==> config.mk <==
export PLATFORM = sky130hd
export DESIGN_NAME = osp_counter
export DESIGN_NICKNAME = d
export VERILOG_FILES = /design/src/design/osp_pkg.sv /design/src/design/osp_counter.sv
export VERILOG_INCLUDE_DIRS = /design/src /design/src/design
export SDC_FILE = /design/constraint.sdc
export NUM_CORES = 1
export LEC_CHECK = 0
export BUFFER_PORTS_ARGS = -buffer_cell sky130_fd_sc_hd__buf_2
export CELL_PAD_IN_SITES_DETAIL_PLACEMENT = 2
export CELL_PAD_IN_SITES_GLOBAL_PLACEMENT = 2
export CORE_ASPECT_RATIO = 1.75
export CORE_UTILIZATION = 32
export DETAILED_ROUTE_END_ITERATION = 6
export GPL_TIMING_DRIVEN = 0
export PLACE_DENSITY_LB_ADDON = 0.25
export SKIP_LAST_GASP = 1
export SLEW_MARGIN = 20
export SYNTH_ARGS = -nofsm -noshare
export SYNTH_HDL_FRONTEND = slang
export SYNTH_SLANG_ARGS = --single-unit
==> constraint.sdc <==
create_clock -name core_clk_in -period 2.3 [get_ports core_clk_in]
set_input_delay 0.23 -clock core_clk_in [delete_from_list [all_inputs] [get_ports core_clk_in]]
set_output_delay 0.23 -clock core_clk_in [all_outputs]
set_load 0.005 [all_outputs]
==> src/design/osp_params.svh <==
// offsets, field positions, reset values and timing counts of the one-shot counter
`ifndef OSP_PARAMS_SVH
`define OSP_PARAMS_SVH

`define OSP_OFS_GLOBAL   8'h00
`define OSP_OFS_STATUS   8'h04
`define OSP_OFS_TRIG     8'h1C
`define OSP_OFS_CTRL     8'h20
`define OSP_OFS_CONST_A  8'h24
`define OSP_OFS_CONST_B  8'h28
`define OSP_OFS_READBACK 8'h2C

`define OSP_MODE_HI      2
`define OSP_MODE_LO      0
`define OSP_MODE_ONESHOT 3'h7
`define OSP_POL_BIT      3
`define OSP_GATE_HI      5
`define OSP_GATE_LO      4
`define OSP_XCLK_HI      7
`define OSP_XCLK_LO      6
`define OSP_TRIG_HI      9
`define OSP_TRIG_LO      8
`define OSP_CSRC_HI      12
`define OSP_CSRC_LO      10
`define OSP_DEB_BIT      13
`define OSP_SIZE_BIT     14
`define OSP_IEN_BIT      15

`define OSP_SEL_ACT_LO   2'h1
`define OSP_SEL_ACT_HI   2'h2
`define OSP_CSRC_EXT     3'h5
`define OSP_CSRC_20M     3'h4
`define OSP_CTRL_RST     16'h0000
`define OSP_PRESC_ALL    5'h1F

`define OSP_CORE_MHZ     40
`define OSP_ZERO_NS      50
`define OSP_DEB_NS       2400
`define OSP_ZERO_CYC     ((`OSP_ZERO_NS * `OSP_CORE_MHZ + 999) / 1000)
`define OSP_DEB_CYC      ((`OSP_DEB_NS * `OSP_CORE_MHZ) / 1000)

`endif

==> src/design/osp_pkg.sv <==
// types shared by the one-shot counter
package osp_pkg;

  typedef enum logic [2:0] {
    OSP_IDLE,
    OSP_DELAY,
    OSP_DET_A,
    OSP_PULSE,
    OSP_DET_B
  } osp_state_t;

endpackage

==> src/design/osp_counter.sv <==
// one-shot pulse counter channel with an ahb-lite register slave
//
// The AHB-Lite slave port was left to the implementer.
`timescale 1ns/10ps
`include "osp_params.svh"

module osp_counter #(
  parameter int CNT_W = 32
) (
  input  wire logic              core_clk_in,
  input  wire logic              sys_rst_in,
  input  wire logic              ce_in,
  input  wire logic              hsel_in,
  input  wire logic [31:0]       haddr_in,
  input  wire logic [1:0]        htrans_in,
  input  wire logic              hwrite_in,
  input  wire logic [2:0]        hsize_in,
  input  wire logic              hready_in,
  input  wire logic [31:0]       hwdata_in,
  output logic      [31:0]       hrdata_out,
  output logic                   hreadyout_out,
  output logic                   hresp_out,
  input  wire logic              gate_off_input_in,
  input  wire logic              external_clock_input_in,
  input  wire logic              ext_trigger_in,
  output logic                   pulse_out,
  output logic                   irq_out
);

  localparam logic [7:0] ZERO_CYC = 8'(`OSP_ZERO_CYC);
  localparam logic [7:0] DEB_CYC  = 8'(`OSP_DEB_CYC);

  // constants are cut to 16 bits unless the pair is joined
  function automatic logic [CNT_W-1:0] fit(
    input logic [CNT_W-1:0] v,
    input logic             wide
  );
    logic [CNT_W-1:0] r;
    r = v;
    if (!wide) begin
      r = {{(CNT_W-16){1'b0}}, v[15:0]};
    end
    return r;
  endfunction

  // a two-bit polarity select is live only for 01 and 10
  function automatic logic sel_on(input logic [1:0] s);
    return (s == `OSP_SEL_ACT_LO) || (s == `OSP_SEL_ACT_HI);
  endfunction

  // ---------------- registers ----------------
  logic [15:0]      ctrl_q;
  logic             glob_ien_q;
  logic [CNT_W-1:0] const_a_q;
  logic [CNT_W-1:0] const_b_q;
  logic             pend_q;
  logic [31:0]      rdata_q;
  logic             dp_wr_q;
  logic [7:0]       dp_addr_q;

  // ---------------- counter state ----------------
  osp_pkg::osp_state_t state_q;
  osp_pkg::osp_state_t state_d;
  logic [CNT_W-1:0] cnt_q;
  logic [CNT_W-1:0] cnt_d;
  logic [7:0]       zc_q;
  logic [7:0]       zc_d;
  logic             act_q;
  logic             act_d;
  logic [4:0]       presc_q;
  logic             xclk_q;
  logic             xclk_prev_q;
  logic [1:0]       samp_q;
  logic [1:0]       filt_q;
  logic [7:0]       deb_q [2];
  logic             trig_prev_q;

  // ---------------- bus decode ----------------
  wire addr_ok   = hsel_in & hready_in & htrans_in[1] & ce_in;
  wire [7:0] aof = haddr_in[7:0];
  wire dp_wr     = dp_wr_q & ce_in;
  wire wr_glob   = dp_wr & (dp_addr_q == `OSP_OFS_GLOBAL);
  wire wr_stat   = dp_wr & (dp_addr_q == `OSP_OFS_STATUS);
  wire wr_trig   = dp_wr & (dp_addr_q == `OSP_OFS_TRIG);
  wire wr_ctrl   = dp_wr & (dp_addr_q == `OSP_OFS_CTRL);
  wire wr_ca     = dp_wr & (dp_addr_q == `OSP_OFS_CONST_A);
  wire wr_cb     = dp_wr & (dp_addr_q == `OSP_OFS_CONST_B);

  // ---------------- control fields ----------------
  wire [2:0] mode   = ctrl_q[`OSP_MODE_HI:`OSP_MODE_LO];
  wire oneshot      = (mode == `OSP_MODE_ONESHOT);
  wire pol_hi       = ctrl_q[`OSP_POL_BIT];
  wire [1:0] gsel   = ctrl_q[`OSP_GATE_HI:`OSP_GATE_LO];
  wire [1:0] xsel   = ctrl_q[`OSP_XCLK_HI:`OSP_XCLK_LO];
  wire [1:0] tsel   = ctrl_q[`OSP_TRIG_HI:`OSP_TRIG_LO];
  wire [2:0] csrc   = ctrl_q[`OSP_CSRC_HI:`OSP_CSRC_LO];
  wire deb_on       = ctrl_q[`OSP_DEB_BIT];
  wire wide         = ctrl_q[`OSP_SIZE_BIT];
  wire ien          = ctrl_q[`OSP_IEN_BIT];

  // ---------------- clock source ----------------
  // internal rates are 40MHz divided by 32, 16, 8, 4 or 2
  wire [4:0] pmask  = `OSP_PRESC_ALL >> csrc;
  wire int_tick     = (csrc <= `OSP_CSRC_20M)
                    & ((presc_q & pmask) == pmask);
  wire ext_tick     = (csrc == `OSP_CSRC_EXT) & sel_on(xsel)
                    & xclk_q & ~xclk_prev_q;
  wire tick20       = presc_q[0];

  // ---------------- gate and trigger ----------------
  wire gate_lvl     = filt_q[0];
  wire gate_run     = (gsel == `OSP_SEL_ACT_LO) ? ~gate_lvl :
                      (gsel == `OSP_SEL_ACT_HI) ?  gate_lvl :
                      1'b1;
  wire step         = (int_tick | ext_tick) & gate_run;
  wire trig_lvl     = filt_q[1];
  wire ext_trig     = (tsel == `OSP_SEL_ACT_LO) ?
                        (trig_prev_q & ~trig_lvl) :
                      (tsel == `OSP_SEL_ACT_HI) ?
                        (~trig_prev_q & trig_lvl) :
                      1'b0;
  wire trigger      = wr_trig | ext_trig;

  // ---------------- edges of the pulse ----------------
  wire edge_ev      = act_d ^ act_q;
  wire irq_set      = edge_ev & ien & glob_ien_q;
  wire irq_clr      = (wr_stat & hwdata_in[0])
                    | (wr_ctrl & ~hwdata_in[`OSP_IEN_BIT]);

  // ---------------- one-shot sequencer ----------------
  // a trigger while busy is ignored; retrigger timing is the
  // caller's duty and dropping it keeps the pulse whole
  always_comb begin
    state_d = state_q;
    cnt_d   = cnt_q;
    zc_d    = zc_q;
    act_d   = act_q;
    case (state_q)
      osp_pkg::OSP_IDLE: begin
        act_d = 1'b0;
        if (trigger && oneshot) begin
          cnt_d   = fit(const_a_q, wide);
          state_d = osp_pkg::OSP_DELAY;
        end
      end
      osp_pkg::OSP_DELAY: begin
        if (cnt_q == '0) begin
          zc_d    = 8'h01;
          state_d = osp_pkg::OSP_DET_A;
        end else if (step) begin
          cnt_d = cnt_q - 1'b1;
        end
      end
      osp_pkg::OSP_DET_A: begin
        // zero detection costs a fixed 50ns
        if (zc_q >= ZERO_CYC) begin
          act_d   = 1'b1;
          cnt_d   = fit(const_b_q, wide);
          state_d = osp_pkg::OSP_PULSE;
        end else begin
          zc_d = zc_q + 8'h01;
        end
      end
      osp_pkg::OSP_PULSE: begin
        if (cnt_q == '0) begin
          zc_d    = 8'h01;
          state_d = osp_pkg::OSP_DET_B;
        end else if (step) begin
          cnt_d = cnt_q - 1'b1;
        end
      end
      osp_pkg::OSP_DET_B: begin
        if (zc_q >= ZERO_CYC) begin
          act_d   = 1'b0;
          state_d = osp_pkg::OSP_IDLE;
        end else begin
          zc_d = zc_q + 8'h01;
        end
      end
      default: begin
        act_d   = 1'b0;
        state_d = osp_pkg::OSP_IDLE;
      end
    endcase
    // leaving one-shot mode abandons a running pulse
    if (!oneshot) begin
      act_d   = 1'b0;
      state_d = osp_pkg::OSP_IDLE;
    end
  end

  always_ff @(posedge core_clk_in) begin
    if (sys_rst_in) begin
      state_q <= osp_pkg::OSP_IDLE;
      cnt_q   <= '0;
      zc_q    <= 8'h00;
      act_q   <= 1'b0;
    end else if (ce_in) begin
      state_q <= state_d;
      cnt_q   <= cnt_d;
      zc_q    <= zc_d;
      act_q   <= act_d;
    end
  end

  // ---------------- prescaler and input sampling ----------------
  always_ff @(posedge core_clk_in) begin
    if (sys_rst_in) begin
      presc_q     <= 5'h00;
      xclk_q      <= 1'b0;
      xclk_prev_q <= 1'b0;
    end else if (ce_in) begin
      presc_q     <= presc_q + 5'h01;
      xclk_q      <= external_clock_input_in;
      xclk_prev_q <= xclk_q;
    end
  end

  // gate and trigger are taken on 20MHz ticks only, so they
  // need not line up with the counting clock
  always_ff @(posedge core_clk_in) begin
    if (sys_rst_in) begin
      samp_q <= 2'b00;
    end else if (ce_in && tick20) begin
      samp_q <= {ext_trigger_in, gate_off_input_in};
    end
  end

  // a changed level must hold past 2.4us to be accepted
  always_ff @(posedge core_clk_in) begin
    if (sys_rst_in) begin
      filt_q      <= 2'b00;
      deb_q[0]    <= 8'h00;
      deb_q[1]    <= 8'h00;
      trig_prev_q <= 1'b0;
    end else if (ce_in) begin
      trig_prev_q <= filt_q[1];
      for (int i = 0; i < 2; i++) begin
        if (!deb_on || samp_q[i] == filt_q[i]) begin
          filt_q[i] <= samp_q[i];
          deb_q[i]  <= 8'h00;
        end else if (deb_q[i] >= DEB_CYC) begin
          filt_q[i] <= samp_q[i];
          deb_q[i]  <= 8'h00;
        end else begin
          deb_q[i] <= deb_q[i] + 8'h01;
        end
      end
    end
  end

  // ---------------- bus slave ----------------
  wire [31:0] status_w = {29'h0, state_q != osp_pkg::OSP_IDLE,
                          act_q, pend_q};
  wire [31:0] rd_mux =
    (aof == `OSP_OFS_GLOBAL)   ? {31'h0, glob_ien_q} :
    (aof == `OSP_OFS_STATUS)   ? status_w :
    (aof == `OSP_OFS_CTRL)     ? {16'h0, ctrl_q} :
    (aof == `OSP_OFS_CONST_A)  ? 32'(const_a_q) :
    (aof == `OSP_OFS_CONST_B)  ? 32'(const_b_q) :
    (aof == `OSP_OFS_READBACK) ? 32'(cnt_q) :
    32'h0000_0000;

  always_ff @(posedge core_clk_in) begin
    if (sys_rst_in) begin
      dp_wr_q   <= 1'b0;
      dp_addr_q <= 8'h00;
      rdata_q   <= 32'h0000_0000;
    end else if (ce_in) begin
      dp_wr_q   <= addr_ok & hwrite_in;
      dp_addr_q <= aof;
      if (addr_ok && !hwrite_in) begin
        rdata_q <= rd_mux;
      end
    end
  end

  always_ff @(posedge core_clk_in) begin
    if (sys_rst_in) begin
      ctrl_q     <= `OSP_CTRL_RST;
      glob_ien_q <= 1'b0;
      const_a_q  <= '0;
      const_b_q  <= '0;
    end else if (ce_in) begin
      if (wr_ctrl) begin
        ctrl_q <= hwdata_in[15:0];
      end
      if (wr_glob) begin
        glob_ien_q <= hwdata_in[0];
      end
      if (wr_ca) begin
        const_a_q <= hwdata_in[CNT_W-1:0];
      end
      if (wr_cb) begin
        const_b_q <= hwdata_in[CNT_W-1:0];
      end
    end
  end

  // a new edge wins over a clear in the same cycle
  always_ff @(posedge core_clk_in) begin
    if (sys_rst_in) begin
      pend_q <= 1'b0;
    end else if (ce_in) begin
      if (irq_set) begin
        pend_q <= 1'b1;
      end else if (irq_clr) begin
        pend_q <= 1'b0;
      end
    end
  end

  // ---------------- outputs ----------------
  // wait states while frozen keep the master from losing a beat
  assign hreadyout_out = ce_in;
  assign hresp_out     = 1'b0;
  assign hrdata_out    = rdata_q;
  assign irq_out       = pend_q;
  // idle level is high (pull-up) only with the polarity bit clear; low when it is set
  assign pulse_out     = pol_hi ? act_q : ~act_q;

endmodule

### Word level (Yosys, flattened, before mapping)

Memory sizes are Yosys's and may differ from the RTL's.
Index checks and enable logic that the tools add are counted.

* input port bits: 78
* output and inout bits: 36
* memories: 1
* bits in registers: 179
* RAM bits: 16

Memory list
* deb_q: depth 2, bits a word 8, rd ports 2, clocked after Yosys merged registers in 0, write ports 2, RTL line osp_counter.sv:75 `logic [7:0] deb_q [2];`

* shifts and indexed selects: 1
* bitwise gates (word level): 39
* reduce and logical (&&, ||, !) cells: 31
* multiplexer cells: 74
* $lt $le $gt $ge: 4
* $add $sub $neg: 5
* equality and inequality tests: 36

Operator list (count)
* $mux 32: 12
* $pmux 32 s3: 1
* $mux 8: 8
* $eq 8x6->1 const B: 7
* $mux 1: 44
* $logic_not 32->1: 1
* $sub 32x1->32 const B: 1
* $add 8x1->8 const B: 3
* $and 1x1->1: 22
* $mux 3: 6
* $eq 8x3->1 const B: 2
* $ge 8x7->1 const B: 2
* $logic_not 8->1: 2
* $pmux 8 s2: 1
* $reduce_and 2->1: 8
* $ne 3x3->1 const B: 5
* $pmux 3 s5: 1
* $reduce_and 6->1: 2
* $eq 3x3->1 const B: 3
* $or 1x1->1: 9
* $eq 8x5->1 const B: 1
* $ge 8x2->1 const B: 1
* $ne 2x2->1 const B: 4
* $reduce_bool 2->1: 4
* other kinds (21): 40

### Depth between registers and ports, before layout

Gate-level depths: netlist (run 1).

* depth after elaboration: 10
* depth in mapped cells: 11

### Worst setup path before layout (run 1)

No wires, ideal clock.

* path kind: reg2reg
* start: reg cnt_q[0]
* end: reg cnt_q[11]
* setup slack: -0.115 ns
* clock period less this slack: 2.415 ns
* stages on the path, launching flop included: 12
* path buffers: 3
* required time: 2.183 ns
* arrival time: 2.297 ns
* cells stage by stage: dfxtp_1 -> inv_1 -> ha_1 -> or4b_1 -> clkbuf_1 -> nor3_4 -> and3_1 -> and3_1 -> buf_6 -> nor2_4 -> buf_6 -> a32o_1

* cells in the longest elaborated chain, start to end: 4

Ends and longest elaborated chain
* start, declared: RTL line osp_counter.sv:64 `logic [CNT_W-1:0] cnt_q;`
* start signal, assigned: RTL line osp_counter.sv:200 `cnt_q <= cnt_d;`
* $sub 32x1->32: RTL line osp_counter.sv:151, osp_counter.sv:169
* $mux 32: RTL line osp_counter.sv:150, osp_counter.sv:168
* $mux 32: RTL line osp_counter.sv:165 `if (cnt_q == '0) begin`
* $pmux 32 s3: RTL line osp_counter.sv:138 `case (state_q)`

Parallel ways exist; a longest one is shown, timed or not. The select of a mux whose other input is x is not followed.
A chain may end at the register's enable or synchronous reset.

### Worst setup path after layout (run 1)

* start: reg dp_addr_q[0]
* end: reg cnt_q[28]

* cells in the longest elaborated chain, start to end: 6

Ends and longest elaborated chain
* start, declared: RTL line osp_counter.sv:59 `logic [7:0] dp_addr_q;`
* start signal, assigned: RTL line osp_counter.sv:271 `dp_addr_q <= aof;`
* $eq 8x5->1 (no source line)
* $and 1x1->1: RTL line osp_counter.sv:84 `` wire wr_trig = dp_wr & (dp_addr_q == `OSP_OFS_TRIG); ``
* $or 1x1->1: RTL line osp_counter.sv:122 `wire trigger = wr_trig | ext_trig;`
* $logic_and 1x1->1: RTL line osp_counter.sv:141 `if (trigger && oneshot) begin`
* $ne 2x2->1 (no source line)
* $reduce_and 6->1 (no source line)

Every way passes these cells.

==> impl_summary.txt, run 1 <==
----------------------------------------------------
[Run status]
  Outcome ... finished with violations
  Failing checks ... setup timing

[Synth]
  Average footprint of a synthesized cell ... 8.37 sq um
  Total standard cell area after synthesis ... 9630 sq um
  Sequential area share after synthesis ... 42.2%
  Number of synthesized flops with an enable pin ... 16
  FFs w/ async S/R, synth ... 0%
  Fraction of post-synthesis cell area in the top cell type by area ... 37.2%
  Portion of netlist area occupied by mux cells ... 6.95%
  Synth top area cells ... dfxtp_1 (37%), nand2_1 (8.5%), a21oi_1 (6.0%)
  Count of different cell masters after synthesis ... 79
  Number of warning messages in the yosys log ... 0
  Synthesis-stage register bit count ... 195
  Main combinational cell family by area after synthesis ... simple AND/OR/NAND/NOR gates
  Gate count of the mapped netlist ... 1,151
  Most instantiated flip-flop cell in the synthesis netlist ... dfxtp_1
  Post-synthesis compound-gate area fraction ... 20.9%
  Adder and majority gate portion of the synthesized area ... 1.04%
  Dominant cell type by area after synthesis ... dfxtp_1
  Fraction of synthesized cell area in xor and xnor cells ... 1.73%
  Area share of and/or/nand/nor cells after synthesis ... 21.8%

[Finish]
  Area of all placed cells without fillers ... 12,300 sq um
  Final Core Density ... 41.8%
  Diode insertion count for antenna repair ... 0
  Growth of design area from synthesis to finish ... 28.0%
  Final Net Count ... 1,386
  Fraction of layout instances using a drive strength above 1 ... 24.1%
  Final non-filler cell total ... 1,695
  Layout filler cell count ... 3,329

[Worst setup path]
  CP Data Arrival Time ... 2.87 ns
  Number of buffers and inverters on the critical path ... 1
  Startpoint-to-endpoint class of the critical path ... reg2reg
  Maximum fanout along the worst path ... 5
  Peak per-stage delay on the critical path ... 0.38 ns
  Slowest CP cell ... or3_1
  CP Data Required Time ... 2.65 ns
  Startpoint class of the critical path ... flop
  Cells along the critical path ... nor4b_4, nand4b_1, a32o_2, a211o_1, buf_6, or3_1, a32o_1
  Setup crit end kind ... flop
  Top Family by Delay on Critical Path ... compound AO/OA/AOI/OAI gates

[Clock tree]
  Clk Latency, worst-skew pair ... 0.47 ns
  Buffer levels on the longest clock path ... 2
  Root cell of the clock tree ... clkbuf_16
  CTS tree ... done
  Maximum level of the CTS H-tree ... 4
  Clock net sink count ... 195
  Number of CTS-inserted buffers ... 17
  CTS clock-pin slew for the worst setup and hold paths ... 0.08 ns

[Floorplanning]
  Die Ht ... 232 um
  Area of the core ... 29,500 sq um
  Effective utilization at floorplan ... 32.7%
  Overall die area ... 30,800 sq um
  Number of top-level pins ... 114
  Number of standard-cell rows in the floorplan ... 83
  Width of the die ... 133 um

[STA]
  Minimum period implied by the final worst setup slack ... 2.52 ns
  Hold violation total from the final report ... 0
  Pins Over Slew Limit ... 0
  Worst-case setup margin in the final layout ... -0.216 ns
  Final clock skew ... 0.0139 ns
  F_max ... 397 MHz
  Final critical-path share of the clock period ... 109%
  Final Setup Violations ... 49
  Unrepaired setup endpoints after global routing ... true
  Transition time of the tightest slew-check pin ... 1.06 ns
  Worst Hold Margin ... 0.0134 ns
  Worst max-slew margin expressed relative to the limit ... 29.2%

[Routing]
  Vias per std cell ... 5.88
  Violation count after the first detailed-routing iteration ... 504
  Drt first pass iters ... 5
  Routed len/inst ... 26.4 um
  Routed Antenna Nets ... 0
  DRC ... 0
  Overall routed net length ... 44,800 um
  Count of vias placed by the detailed router ... 9,969

[Global routing]
  Via count of the first global-routing pass ... 10,800
  Overall global routing resource usage ... 28.9%
  Wire length of the first global-routing pass ... 65,300 um
  Maximum number of pins on one net before global-route repair ... 18
  Number of antenna violations at the first check in global routing ... 1
  Total gr overflow ... 0

[Placed design]
  Placed wire-length estimate ... 32,000 um
  # port buffers ... 82
  RePlAce Congestion ... 0.900
  Number of cells after detailed placement ... 1,617
  Post-placement cell area ... 10,600 sq um

[Power]
  Total power draw ... 0.00819 W
  Standby leakage power ... 4.42 nW
  Power per Cell Area ... 664 nW/um^2
  VDD IR max ... 0.550 mV

[Flow run]
  Maxcap violations ... 0

[Min path]
  Class of the most critical hold timing path ... in2reg

----------------------------------------------------
final cells by class:
cell class	instances	area, sq um	share of cell area, %
clock inverter	9	72.6	0.589
clock buffer	23	479	3.89
tap	382	478	3.88
multi-input combinational	832	5660	45.9
sequential	195	4090	33.2
inverter	35	136	1.11
timing repair buffer	135	943	7.65
buffer	84	465	3.77
cells by family (layout without fill, tap and decap cells):
family                     after synthesis  after routing
DFF                                    195            195
xor gates and xnor gates                19             19
adders and majority gates                8              8
muxes                                   48             48
AOI/OAI and AO/OA                      303            303
and+or+nand+nor                        451            451
other                                    1              3
buffers and inverters                  126            286
state kept, by name, summed over array words and instances (netlist names), 5 cells and up:
register,count
cnt_q,32
const_a_q,32
const_b_q,32
ctrl_q,16
deb_q,16
dp_addr_q,8
hrdata_out,32
presc_q,5
zc_q,8
cells in the final DEF (no fill, tap or decap), types with 7 or more instances in the layout:
master,synthesis,layout
nand2_1,219,218
dfxtp_1,179,165
a21oi_1,116,111
nor2_1,96,92
buf_2,5,89
clkbuf_1,72,44
o21ai_0,44,43
buf_4,2,39
inv_1,35,33
mux2i_1,32,32
a22oi_1,29,29
nand3_1,23,20
clkbuf_16,0,20
clkbuf_2,0,16
nor3_1,20,16
edfxtp_1,16,16
mux4_2,15,15
a32o_1,14,13
xnor2_1,12,12
buf_6,4,12
and3_1,14,12
o31ai_1,19,10
a222oi_1,10,10
dfxtp_2,0,9
nor4_1,14,7
a221oi_1,8,7
xor2_1,7,7
ha_1,8,7
metal layers:
layer | global-route usage, % | vias to the layer above | wire, um
met4 | 22.4 | 2 | 3750
li1 | - | 4425 | -
met2 | 55.4 | 322 | 24600
met1 | 27.0 | 5036 | 14900
met5 | 0 | - | 18
met3 | 4.11 | 184 | 1560
cells in the mapped netlist, types with 6 or more instances:
| cell type | instances |
|---|---|
| nor4_1 | 14 |
| inv_1 | 35 |
| xor2_1 | 7 |
| a31oi_1 | 6 |
| buf_1 | 8 |
| a21oi_1 | 116 |
| a222oi_1 | 10 |
| nor2b_1 | 8 |
| a221oi_1 | 8 |
| nor3_1 | 20 |
| clkbuf_1 | 72 |
| a32o_1 | 14 |
| ha_1 | 8 |
| edfxtp_1 | 16 |
| dfxtp_1 | 179 |
| nor2_1 | 96 |
| xnor2_1 | 12 |
| mux4_2 | 15 |
| or3_1 | 8 |
| o31ai_1 | 19 |
| nand2_1 | 219 |
| and3_1 | 14 |
| mux2i_1 | 32 |
| a22oi_1 | 29 |
| o21ai_0 | 44 |
| nand3_1 | 23 |
stage by stage:
| step | worst slack [ns] | TNS [ns] |
|---|---|---|
| after floorplan | -0.0870 | -0.842 |
| after global placement | -0.776 | -67.69 |
| after detailed placement | -0.861 | -68.57 |
| after CTS | -0.188 | -5.07 |
| after global routing | -0.275 | -8.31 |
| final | -0.216 | -5.95 |
worst min-delay path: stages:
cell,delay [ns]
buf_2,0.11
nand2_1,0.05
a21oi_1,0.05
where the power goes:
part	internal [W]	total, W	switching, W
sequential	0.00348	0.00356	0.0000788
combinational	0.000638	0.00170	0.00106
clock	0.00149	0.00293	0.00144
total	0.00560	0.00819	0.00258
path summary, 6_finish.rpt:
| check | start | end | cells past startpoint | slack [ns] |
|---|---|---|---|---|
| min | hwdata_in[20] | const_b_q[20] | 3 | 0.01 |
| min reg2reg | hrdata_out[5] | hrdata_out[5] | 2 | 0.45 |
| max reg2reg | dp_addr_q[0] | cnt_q[28] | 7 | -0.22 |
| max | dp_addr_q[0] | cnt_q[28] | 7 | -0.22 |
timing repair:
action / in CTS / in global routing
resized for setup: 108 / 98
setup endpoints to repair: 132 / 109
hold buffers: 3 / 0
pin swaps: 34 / 35
gates cloned: 3 / 3
hold endpoints to repair: 3 / 0
setup buffers: 26 / 18
(Power assumes the default switching activity.)
==> inputs of run 2 (changes only) <==
==> constraint.sdc (replaced) <==
create_clock -name core_clk_in -period 2.3 [get_ports core_clk_in]
set_input_delay 0.115 -clock core_clk_in [delete_from_list [all_inputs] [get_ports core_clk_in]]
set_output_delay 0.115 -clock core_clk_in [all_outputs]
set_load 0.005 [all_outputs]
==> run 2 against run 1 <==
  * The flow still finishes with violations (setup timing)
  * Power is 0.66% higher
  * Sequential power hardly changed
  * First-iteration DRC count up 17%
  * Clock power hardly changed
  * Via count grew 0.42%
  * Clock skew decreased by 0.00051 ns
  * Global-route usage increased by 0.19 points
  * Die area unchanged
  * Combinational power hardly changed
  * Critical path type unchanged
  * Highest routed layer unchanged
==> impl_summary.txt, run 2 (same netlist as run 1, synthesis figures left out) <==
----------------------------------------------------
[Clock tree]
  Number of CTS-inserted buffers ... 17 (unchanged)
  Root cell of the clock tree ... clkbuf_16 (unchanged)
  Clk Latency, worst-skew pair ... 0.48 ns (was 0.47 ns)
  Maximum level of the CTS H-tree ... 4 (unchanged)
  CTS tree ... done (unchanged)
  Buffer levels on the longest clock path ... 2 (unchanged)
  CTS clock-pin slew for the worst setup and hold paths ... 0.08 ns (about the same)
  Clock net sink count ... 195 (unchanged)

[Power]
  VDD IR max ... 0.595 mV (was 0.550 mV)
  Standby leakage power ... 4.49 nW (was 4.42 nW)
  Reg power frac ... 43.1% (was 43.4%)
  Switching power as a share of total power ... 31.4% (was 31.6%)
  Part of the power in the clock network ... 35.9% (was 35.8%)
  Internal Power ... 0.00566 W (was 0.00560 W)
  Power per Cell Area ... 658 nW/um^2 (was 664 nW/um^2)
  Logic pwr share ... 21.0% (was 20.8%)
  Switching power of the nets ... 0.00259 W (was 0.00258 W)

[Worst setup path]
  CP Data Arrival Time ... 2.91 ns (was 2.87 ns)
  Startpoint-to-endpoint class of the critical path ... reg2reg (unchanged)
  Startpoint class of the critical path ... flop (unchanged)
  CP Data Required Time ... 2.67 ns (was 2.65 ns)
  Setup crit end kind ... flop (unchanged)
  Maximum fanout along the worst path ... 5 (unchanged)

[Flow run]
  Maxcap violations ... 0 (unchanged)

[Floorplanning]
  Number of standard-cell rows in the floorplan ... 83 (unchanged)
  Width of the die ... 133 um (unchanged)
  Effective utilization at floorplan ... 32.7% (unchanged)
  Overall die area ... 30,800 sq um (unchanged)
  Number of top-level pins ... 114 (unchanged)
  Die Ht ... 232 um (unchanged)
  Area of the core ... 29,500 sq um (unchanged)

[STA]
  F_max ... 393 MHz (was 397 MHz)
  Worst max-slew margin expressed relative to the limit ... 32.6% (was 29.2%)
  Final clock skew ... 0.0134 ns (was 0.0139 ns)
  Final Setup Violations ... 47 (was 49)
  Hold violation total from the final report ... 0 (unchanged)
  Final critical-path share of the clock period ... 111% (was 109%)
  Minimum period implied by the final worst setup slack ... 2.54 ns (was 2.52 ns)
  Pins Over Slew Limit ... 0 (unchanged)
  Transition time of the tightest slew-check pin ... 1.01 ns (was 1.06 ns)
  Worst-case setup margin in the final layout ... -0.244 ns (was -0.216 ns)
  Unrepaired setup endpoints after global routing ... true (unchanged)

[Routing]
  DRC ... 0 (unchanged)
  Drt first pass iters ... 5 (unchanged)
  Vias per std cell ... 5.80 (was 5.88)
  Routed len/inst ... 26.0 um (was 26.4 um)
  Overall routed net length ... 44,900 um (was 44,800 um)
  Count of vias placed by the detailed router ... 10,000 (was 9,969)
  Violation count after the first detailed-routing iteration ... 588 (was 504)
  Routed Antenna Nets ... 0 (unchanged)

[Placed design]
  RePlAce Congestion ... 0.900 (unchanged)
  Worst slack after detailed placement ... -0.861 ns (unchanged)
  # port buffers ... 82 (unchanged)
  Post-placement cell area ... 10,600 sq um (unchanged)
  Placed wire-length estimate ... 32,000 um (unchanged)

[Run status]
  Outcome ... finished with violations (unchanged)
  Failing checks ... setup timing (unchanged)

[Global routing]
  Number of antenna violations at the first check in global routing ... 1 (unchanged)
  Via count of the first global-routing pass ... 11,000 (was 10,800)
  Wire length of the first global-routing pass ... 65,900 um (was 65,300 um)
  Maximum number of pins on one net before global-route repair ... 18 (unchanged)
  Overall global routing resource usage ... 29.1% (was 28.9%)
  Total gr overflow ... 0 (unchanged)

[Finish]
  Layout filler cell count ... 3,323 (was 3,329)
  Commonest cells after routing, fill and taps aside ... nand2_1 (218), dfxtp_1 (173), a21oi_1 (114), nor2_1 (93), buf_2 (88) (was nand2_1 (218), dfxtp_1 (165), a21oi_1 (111), nor2_1 (92), buf_2 (89))
  Diode insertion count for antenna repair ... 0 (unchanged)
  Fraction of layout instances using a drive strength above 1 ... 21.7% (was 24.1%)
  Most common library cell in the layout ignoring fill and taps ... nand2_1 (unchanged)
  Growth of design area from synthesis to finish ... 30.0% (was 28.0%)
  Final Net Count ... 1,416 (was 1,386)
  Area of all placed cells without fillers ... 12,500 sq um (was 12,300 sq um)

[Min path]
  Class of the most critical hold timing path ... in2reg (unchanged)

----------------------------------------------------
-- run 2: cell types whose count changed in the layout (fill, tap and decap cells not counted), moves of 5 or more --
cell	delta
dfxtp_2	-6
nand3_2	+6
buf_4	-5
dfxtp_1	+8
nand3_1	-6
dlygate4sd3_1	+38
-- run 2: per-stage QoR --
stage	util [%]	std cells	total power, W	TNS, ns	hold slack [ns]
5_1_grt	42.4	1725	0.00850	-12.62	0.136
3_5_place_dp	35.9	1617	0.00483	-61.84	0.380
2_1_floorplan	-	1153	0.00435	-0.842	0.255
6_report	42.4	1725	0.00824	-6.81	0.0925
4_1_cts	41.3	1717	0.00811	-5.50	0.0832
3_3_place_gp	35.9	1617	0.00480	-60.42	0.369
-- run 2: path summary, 6_finish.rpt --
path,start,end,slack [ns],cells past startpoint
setup reg to reg,dp_addr_q[0],cnt_q[28],-0.24,7
setup / recovery,dp_addr_q[0],cnt_q[28],-0.24,7
hold / removal,hready_in,dp_wr_q,0.09,4
hold reg to reg,hrdata_out[5],hrdata_out[5],0.45,2
-- run 2: power by group through the flow --
stage                     clock network (W)  registers, W  logic (W)
after floorplan                           0       0.00360   0.000754
after global placement                    0       0.00362    0.00118
after detailed placement                  0       0.00362    0.00121
after CTS                           0.00299       0.00355    0.00158
after global routing                0.00313       0.00356    0.00181
final                               0.00296       0.00355    0.00173
-- run 2: worst max-delay path, stage by stage (launching register included) --
cell and delay, ns:
dfxtp_4 0.36, nor4b_4 0.33, nand4b_1 0.24, a32o_2 0.37, a211o_1 0.30, buf_6 0.18, or3_1 0.36, a32o_1 0.27
-- run 2: layer usage --
layer / vias up / global-route usage [%] / part of all wire [%]
li1: 4479 / - / -
met2: 310 / 55.8 / 55
met1: 5049 / 27.3 / 34
met3: 171 / 3.76 / 3.3
met4: 2 / 23.1 / 8.0
met5: - / 0 / 0.038
-- run 2: cell type report --
type	count	area (sq um)	share of cell area, %
Multi-Input combinational cell	832	5560	44.4
Tap cell	382	478	3.82
Clock buffer	23	479	3.83
Inverter	35	136	1.09
Clock inverter	9	72.6	0.580
Sequential cell	195	4080	32.6
Timing Repair Buffer	166	1250	9.97
Buffer	83	462	3.69
-- run 2: repair_timing --
item | 4_1_cts | 5_1_grt
hold buffers | 41 | 0
setup endpoints to repair | 129 | 109
setup buffers | 29 | 11
gates resized for setup | 98 | 60
hold endpoints to repair | 89 | 0
cloned | 1 | 2
pin swaps | 36 | 26
==> inputs of run 3 (changes only) <==
- ABC_AREA: default -> 1
- CORE_UTILIZATION: 32 -> 29
==> run 3 against run 2 <==
  * Core utilization shrank 6.7 points
  * Largest cell class unchanged
  * The flow now finishes without violations
  * Fmax grew 15%
  * Synthesized area grew 2.2%
  * Sequential power is essentially flat
  * Sequential cell count is the same
  * Register-to-register slack gained 0.32 ns
  * Clock skew grew 0.0017 ns
==> impl_summary.txt, run 3 <==
----------------------------------------------------
[Global routing]
  Via count of the first global-routing pass ... 11,900 (was 11,000)
  Maximum number of pins on one net before global-route repair ... 18 (unchanged)
  Total gr overflow ... 0 (unchanged)
  Overall global routing resource usage ... 27.4% (was 29.1%)
  Wire length of the first global-routing pass ... 69,700 um (was 65,900 um)
  Number of antenna violations at the first check in global routing ... 0 (was 1)

[Synth]
  Number of synthesized flops with an enable pin ... 16 (unchanged)
  FFs w/ async S/R, synth ... 0% (unchanged)
  Sequential area share after synthesis ... 41.3% (was 42.2%)
  Count of different cell masters after synthesis ... 43 (was 79)
  Dominant cell by count in the synthesized netlist ... nand2_1 (unchanged)
  List of most frequent post-synthesis cells ... nand2_1 (349), nor2_1 (257), dfxtp_1 (179) (was nand2_1 (219), dfxtp_1 (179), a21oi_1 (116))
  Average footprint of a synthesized cell ... 6.65 sq um (was 8.37 sq um)
  Total standard cell area after synthesis ... 9840 sq um (was 9630 sq um)
  Dominant cell type by area after synthesis ... dfxtp_1 (unchanged)
  Synth top area cells ... dfxtp_1 (36%), nand2_1 (13%), nor2_1 (9.8%) (was dfxtp_1 (37%), nand2_1 (8.5%), a21oi_1 (6.0%))
  Number of warning messages in the yosys log ... 0 (unchanged)
  Most instantiated flip-flop cell in the synthesis netlist ... dfxtp_1 (unchanged)
  Gate count of the mapped netlist ... 1,480 (was 1,151)
  Fraction of post-synthesis cell area in the top cell type by area ... 36.4% (was 37.2%)
  Synthesis-stage register bit count ... 195 (unchanged)

[STA]
  Minimum period implied by the final worst setup slack ... 2.22 ns (was 2.54 ns)
  Final Setup Violations ... 0 (was 47)
  F_max ... 450 MHz (was 393 MHz)
  Hold violation total from the final report ... 0 (unchanged)
  Worst max-slew margin expressed relative to the limit ... 38.8% (was 32.6%)
  Final critical-path share of the clock period ... 96.6% (was 111%)
  Transition time of the tightest slew-check pin ... 0.918 ns (was 1.01 ns)
  Worst Hold Margin ... 0.0204 ns (was 0.0925 ns)
  Unrepaired setup endpoints after global routing ... true (unchanged)
  Final clock skew ... 0.0150 ns (was 0.0134 ns)
  Pins Over Slew Limit ... 0 (unchanged)

[Min path]
  Min-delay src ... hwdata_in[13] (was hready_in)
  Class of the most critical hold timing path ... in2reg (unchanged)

[Clock tree]
  Maximum level of the CTS H-tree ... 4 (unchanged)
  Buffer levels on the longest clock path ... 2 (unchanged)
  Clock net sink count ... 195 (unchanged)
  Number of CTS-inserted buffers ... 17 (unchanged)
  CTS clock-pin slew for the worst setup and hold paths ... 0.08 ns (about the same)
  CTS tree ... done (unchanged)
  Root cell of the clock tree ... clkbuf_16 (unchanged)
  Clk Latency, worst-skew pair ... 0.47 ns (was 0.48 ns)

[Flow run]
  Maxcap violations ... 0 (unchanged)

[Power]
  Power per Cell Area ... 656 nW/um^2 (was 658 nW/um^2)
  Standby leakage power ... 5.07 nW (was 4.49 nW)
  Total power draw ... 0.00778 W (was 0.00824 W)
  VDD IR max ... 0.536 mV (was 0.595 mV)

[Finish]
  Most common library cell in the layout ignoring fill and taps ... nand2_1 (unchanged)
  Commonest cells after routing, fill and taps aside ... nand2_1 (348), nor2_1 (253), dfxtp_1 (179), inv_1 (142), a21oi_1 (123) (was nand2_1 (218), dfxtp_1 (173), a21oi_1 (114), nor2_1 (93), buf_2 (88))
  Fraction of layout instances using a drive strength above 1 ... 10.1% (was 21.7%)
  Final non-filler cell total ... 2,089 (was 1,725)
  Growth of design area from synthesis to finish ... 20.4% (was 30.0%)
  Final Net Count ... 1,711 (was 1,416)

[Placed design]
  Placed wire-length estimate ... 35,900 um (was 32,000 um)
  # port buffers ... 83 (was 82)
  RePlAce Congestion ... 0.877 (was 0.900)
  Number of cells after detailed placement ... 2,015 (was 1,617)

[Floorplanning]
  Die Ht ... 246 um (was 232 um)
  Width of the die ... 141 um (was 133 um)
  Overall die area ... 34,700 sq um (was 30,800 sq um)
  Number of top-level pins ... 114 (unchanged)
  Effective utilization at floorplan ... 29.7% (was 32.7%)
  Number of standard-cell rows in the floorplan ... 88 (was 83)
  Area of the core ... 33,100 sq um (was 29,500 sq um)

[Worst setup path]
  FF-to-FF setup slack ... 0.08 ns (was -0.24 ns)
  CP Data Arrival Time ... 2.58 ns (was 2.91 ns)
  CP Data Required Time ... 2.66 ns (was 2.67 ns)
  Setup crit end kind ... flop (unchanged)
  Launching point of the worst reg2reg path ... cnt_q[0] (was dp_addr_q[0])
  Maximum fanout along the worst path ... 10 (was 5)
  Critical Path Start ... cnt_q[0] (was dp_addr_q[0])
  Startpoint class of the critical path ... flop (unchanged)
  Startpoint-to-endpoint class of the critical path ... reg2reg (unchanged)

[Routing]
  Drt first pass iters ... 5 (unchanged)
  Count of vias placed by the detailed router ... 10,800 (was 10,000)
  Vias per std cell ... 5.18 (was 5.80)
  DRC ... 0 (unchanged)
  Violation count after the first detailed-routing iteration ... 299 (was 588)
  Overall routed net length ... 46,000 um (was 44,900 um)
  Routed Antenna Nets ... 0 (unchanged)
  Routed len/inst ... 22.0 um (was 26.0 um)

[Run status]
  Outcome ... complete, no violations (was finished with violations)

----------------------------------------------------
run 3: cell families after synthesis:
group / count (synthesis) / share of synthesized area [%]
simple gates: 758 / 31.9
other cells: 1 / 0.0381
buf+inv: 215 / 8.81
flops: 195 / 41.3
compound gates: 301 / 16.8
xor+xnor: 2 / 0.178
fa+ha+maj: 8 / 1.02
run 3: final timing paths:
kind | to | depth (start not counted)
worst max-delay path | cnt_q[5] | 13
worst min-delay path | ctrl_q[13] | 3
worst max register to register | cnt_q[5] | 13
worst min register to register | zc_q[4] | 2
run 3: routing by layer:
metal  wire length [um]  share of wire (%)  up-vias  GRT usage (%)
met4               3530                7.7        0           20.5
met2              25300                 55      202           53.5
li1                   -                  -     5107              -
met3                881                1.9      132           3.56
met5                  0                  0        -              0
met1              16200                 35     5388           25.3
run 3: worst max-delay path, stage by stage, from the launching register on:
cell	delay (ns)
dfxtp_1	0.34
inv_1	0.17
ha_2	0.30
nand2_2	0.14
nor2_4	0.15
nand2_2	0.10
nor2_1	0.14
nand2_1	0.10
nand3_2	0.11
buf_6	0.17
buf_6	0.18
nand2_1	0.09
nand2_1	0.07
nor2_1	0.05
run 3: area by class of cell:
type / count / area, sq um
fillers: 4056 / 21300
multi-input cells: 1072 / 4950
flip-flops and latches: 195 / 4060
repair buffers: 124 / 823
well taps: 450 / 563
inverters: 149 / 561
clock buffers: 22 / 454
plain buffers: 66 / 314
clock inverters: 10 / 123
diodes: 1 / 2.50
run 3: metrics by stage:
step,setup TNS [ns],utilization [%],area [sq um],setup WS [ns]
after floorplan,0,-,9850,0.570
after global placement,-23.19,32.7,10800,-0.839
after detailed placement,-24.57,32.7,10800,-0.838
after CTS,0,35.7,11800,0.0213
after global routing,-0.0309,35.8,11800,-0.0105
final,0,35.8,11900,0.0783
run 3: timing repair:
| action | in CTS | in global routing |
|---|---|---|
| setup endpoints to repair | 43 | 27 |
| hold endpoints to repair | 66 | 0 |
| resized for setup | 7 | 8 |
| pin swaps | 1 | 0 |
| hold buffers | 40 | 0 |
| setup buffers | 1 | 0 |
run 3: report_power, final:
group          switching, W  internal (W)  leakage (nW)
Sequential        0.0000603       0.00347          1.62
Combinational      0.000792      0.000330          3.17
Clock               0.00147       0.00165         0.282
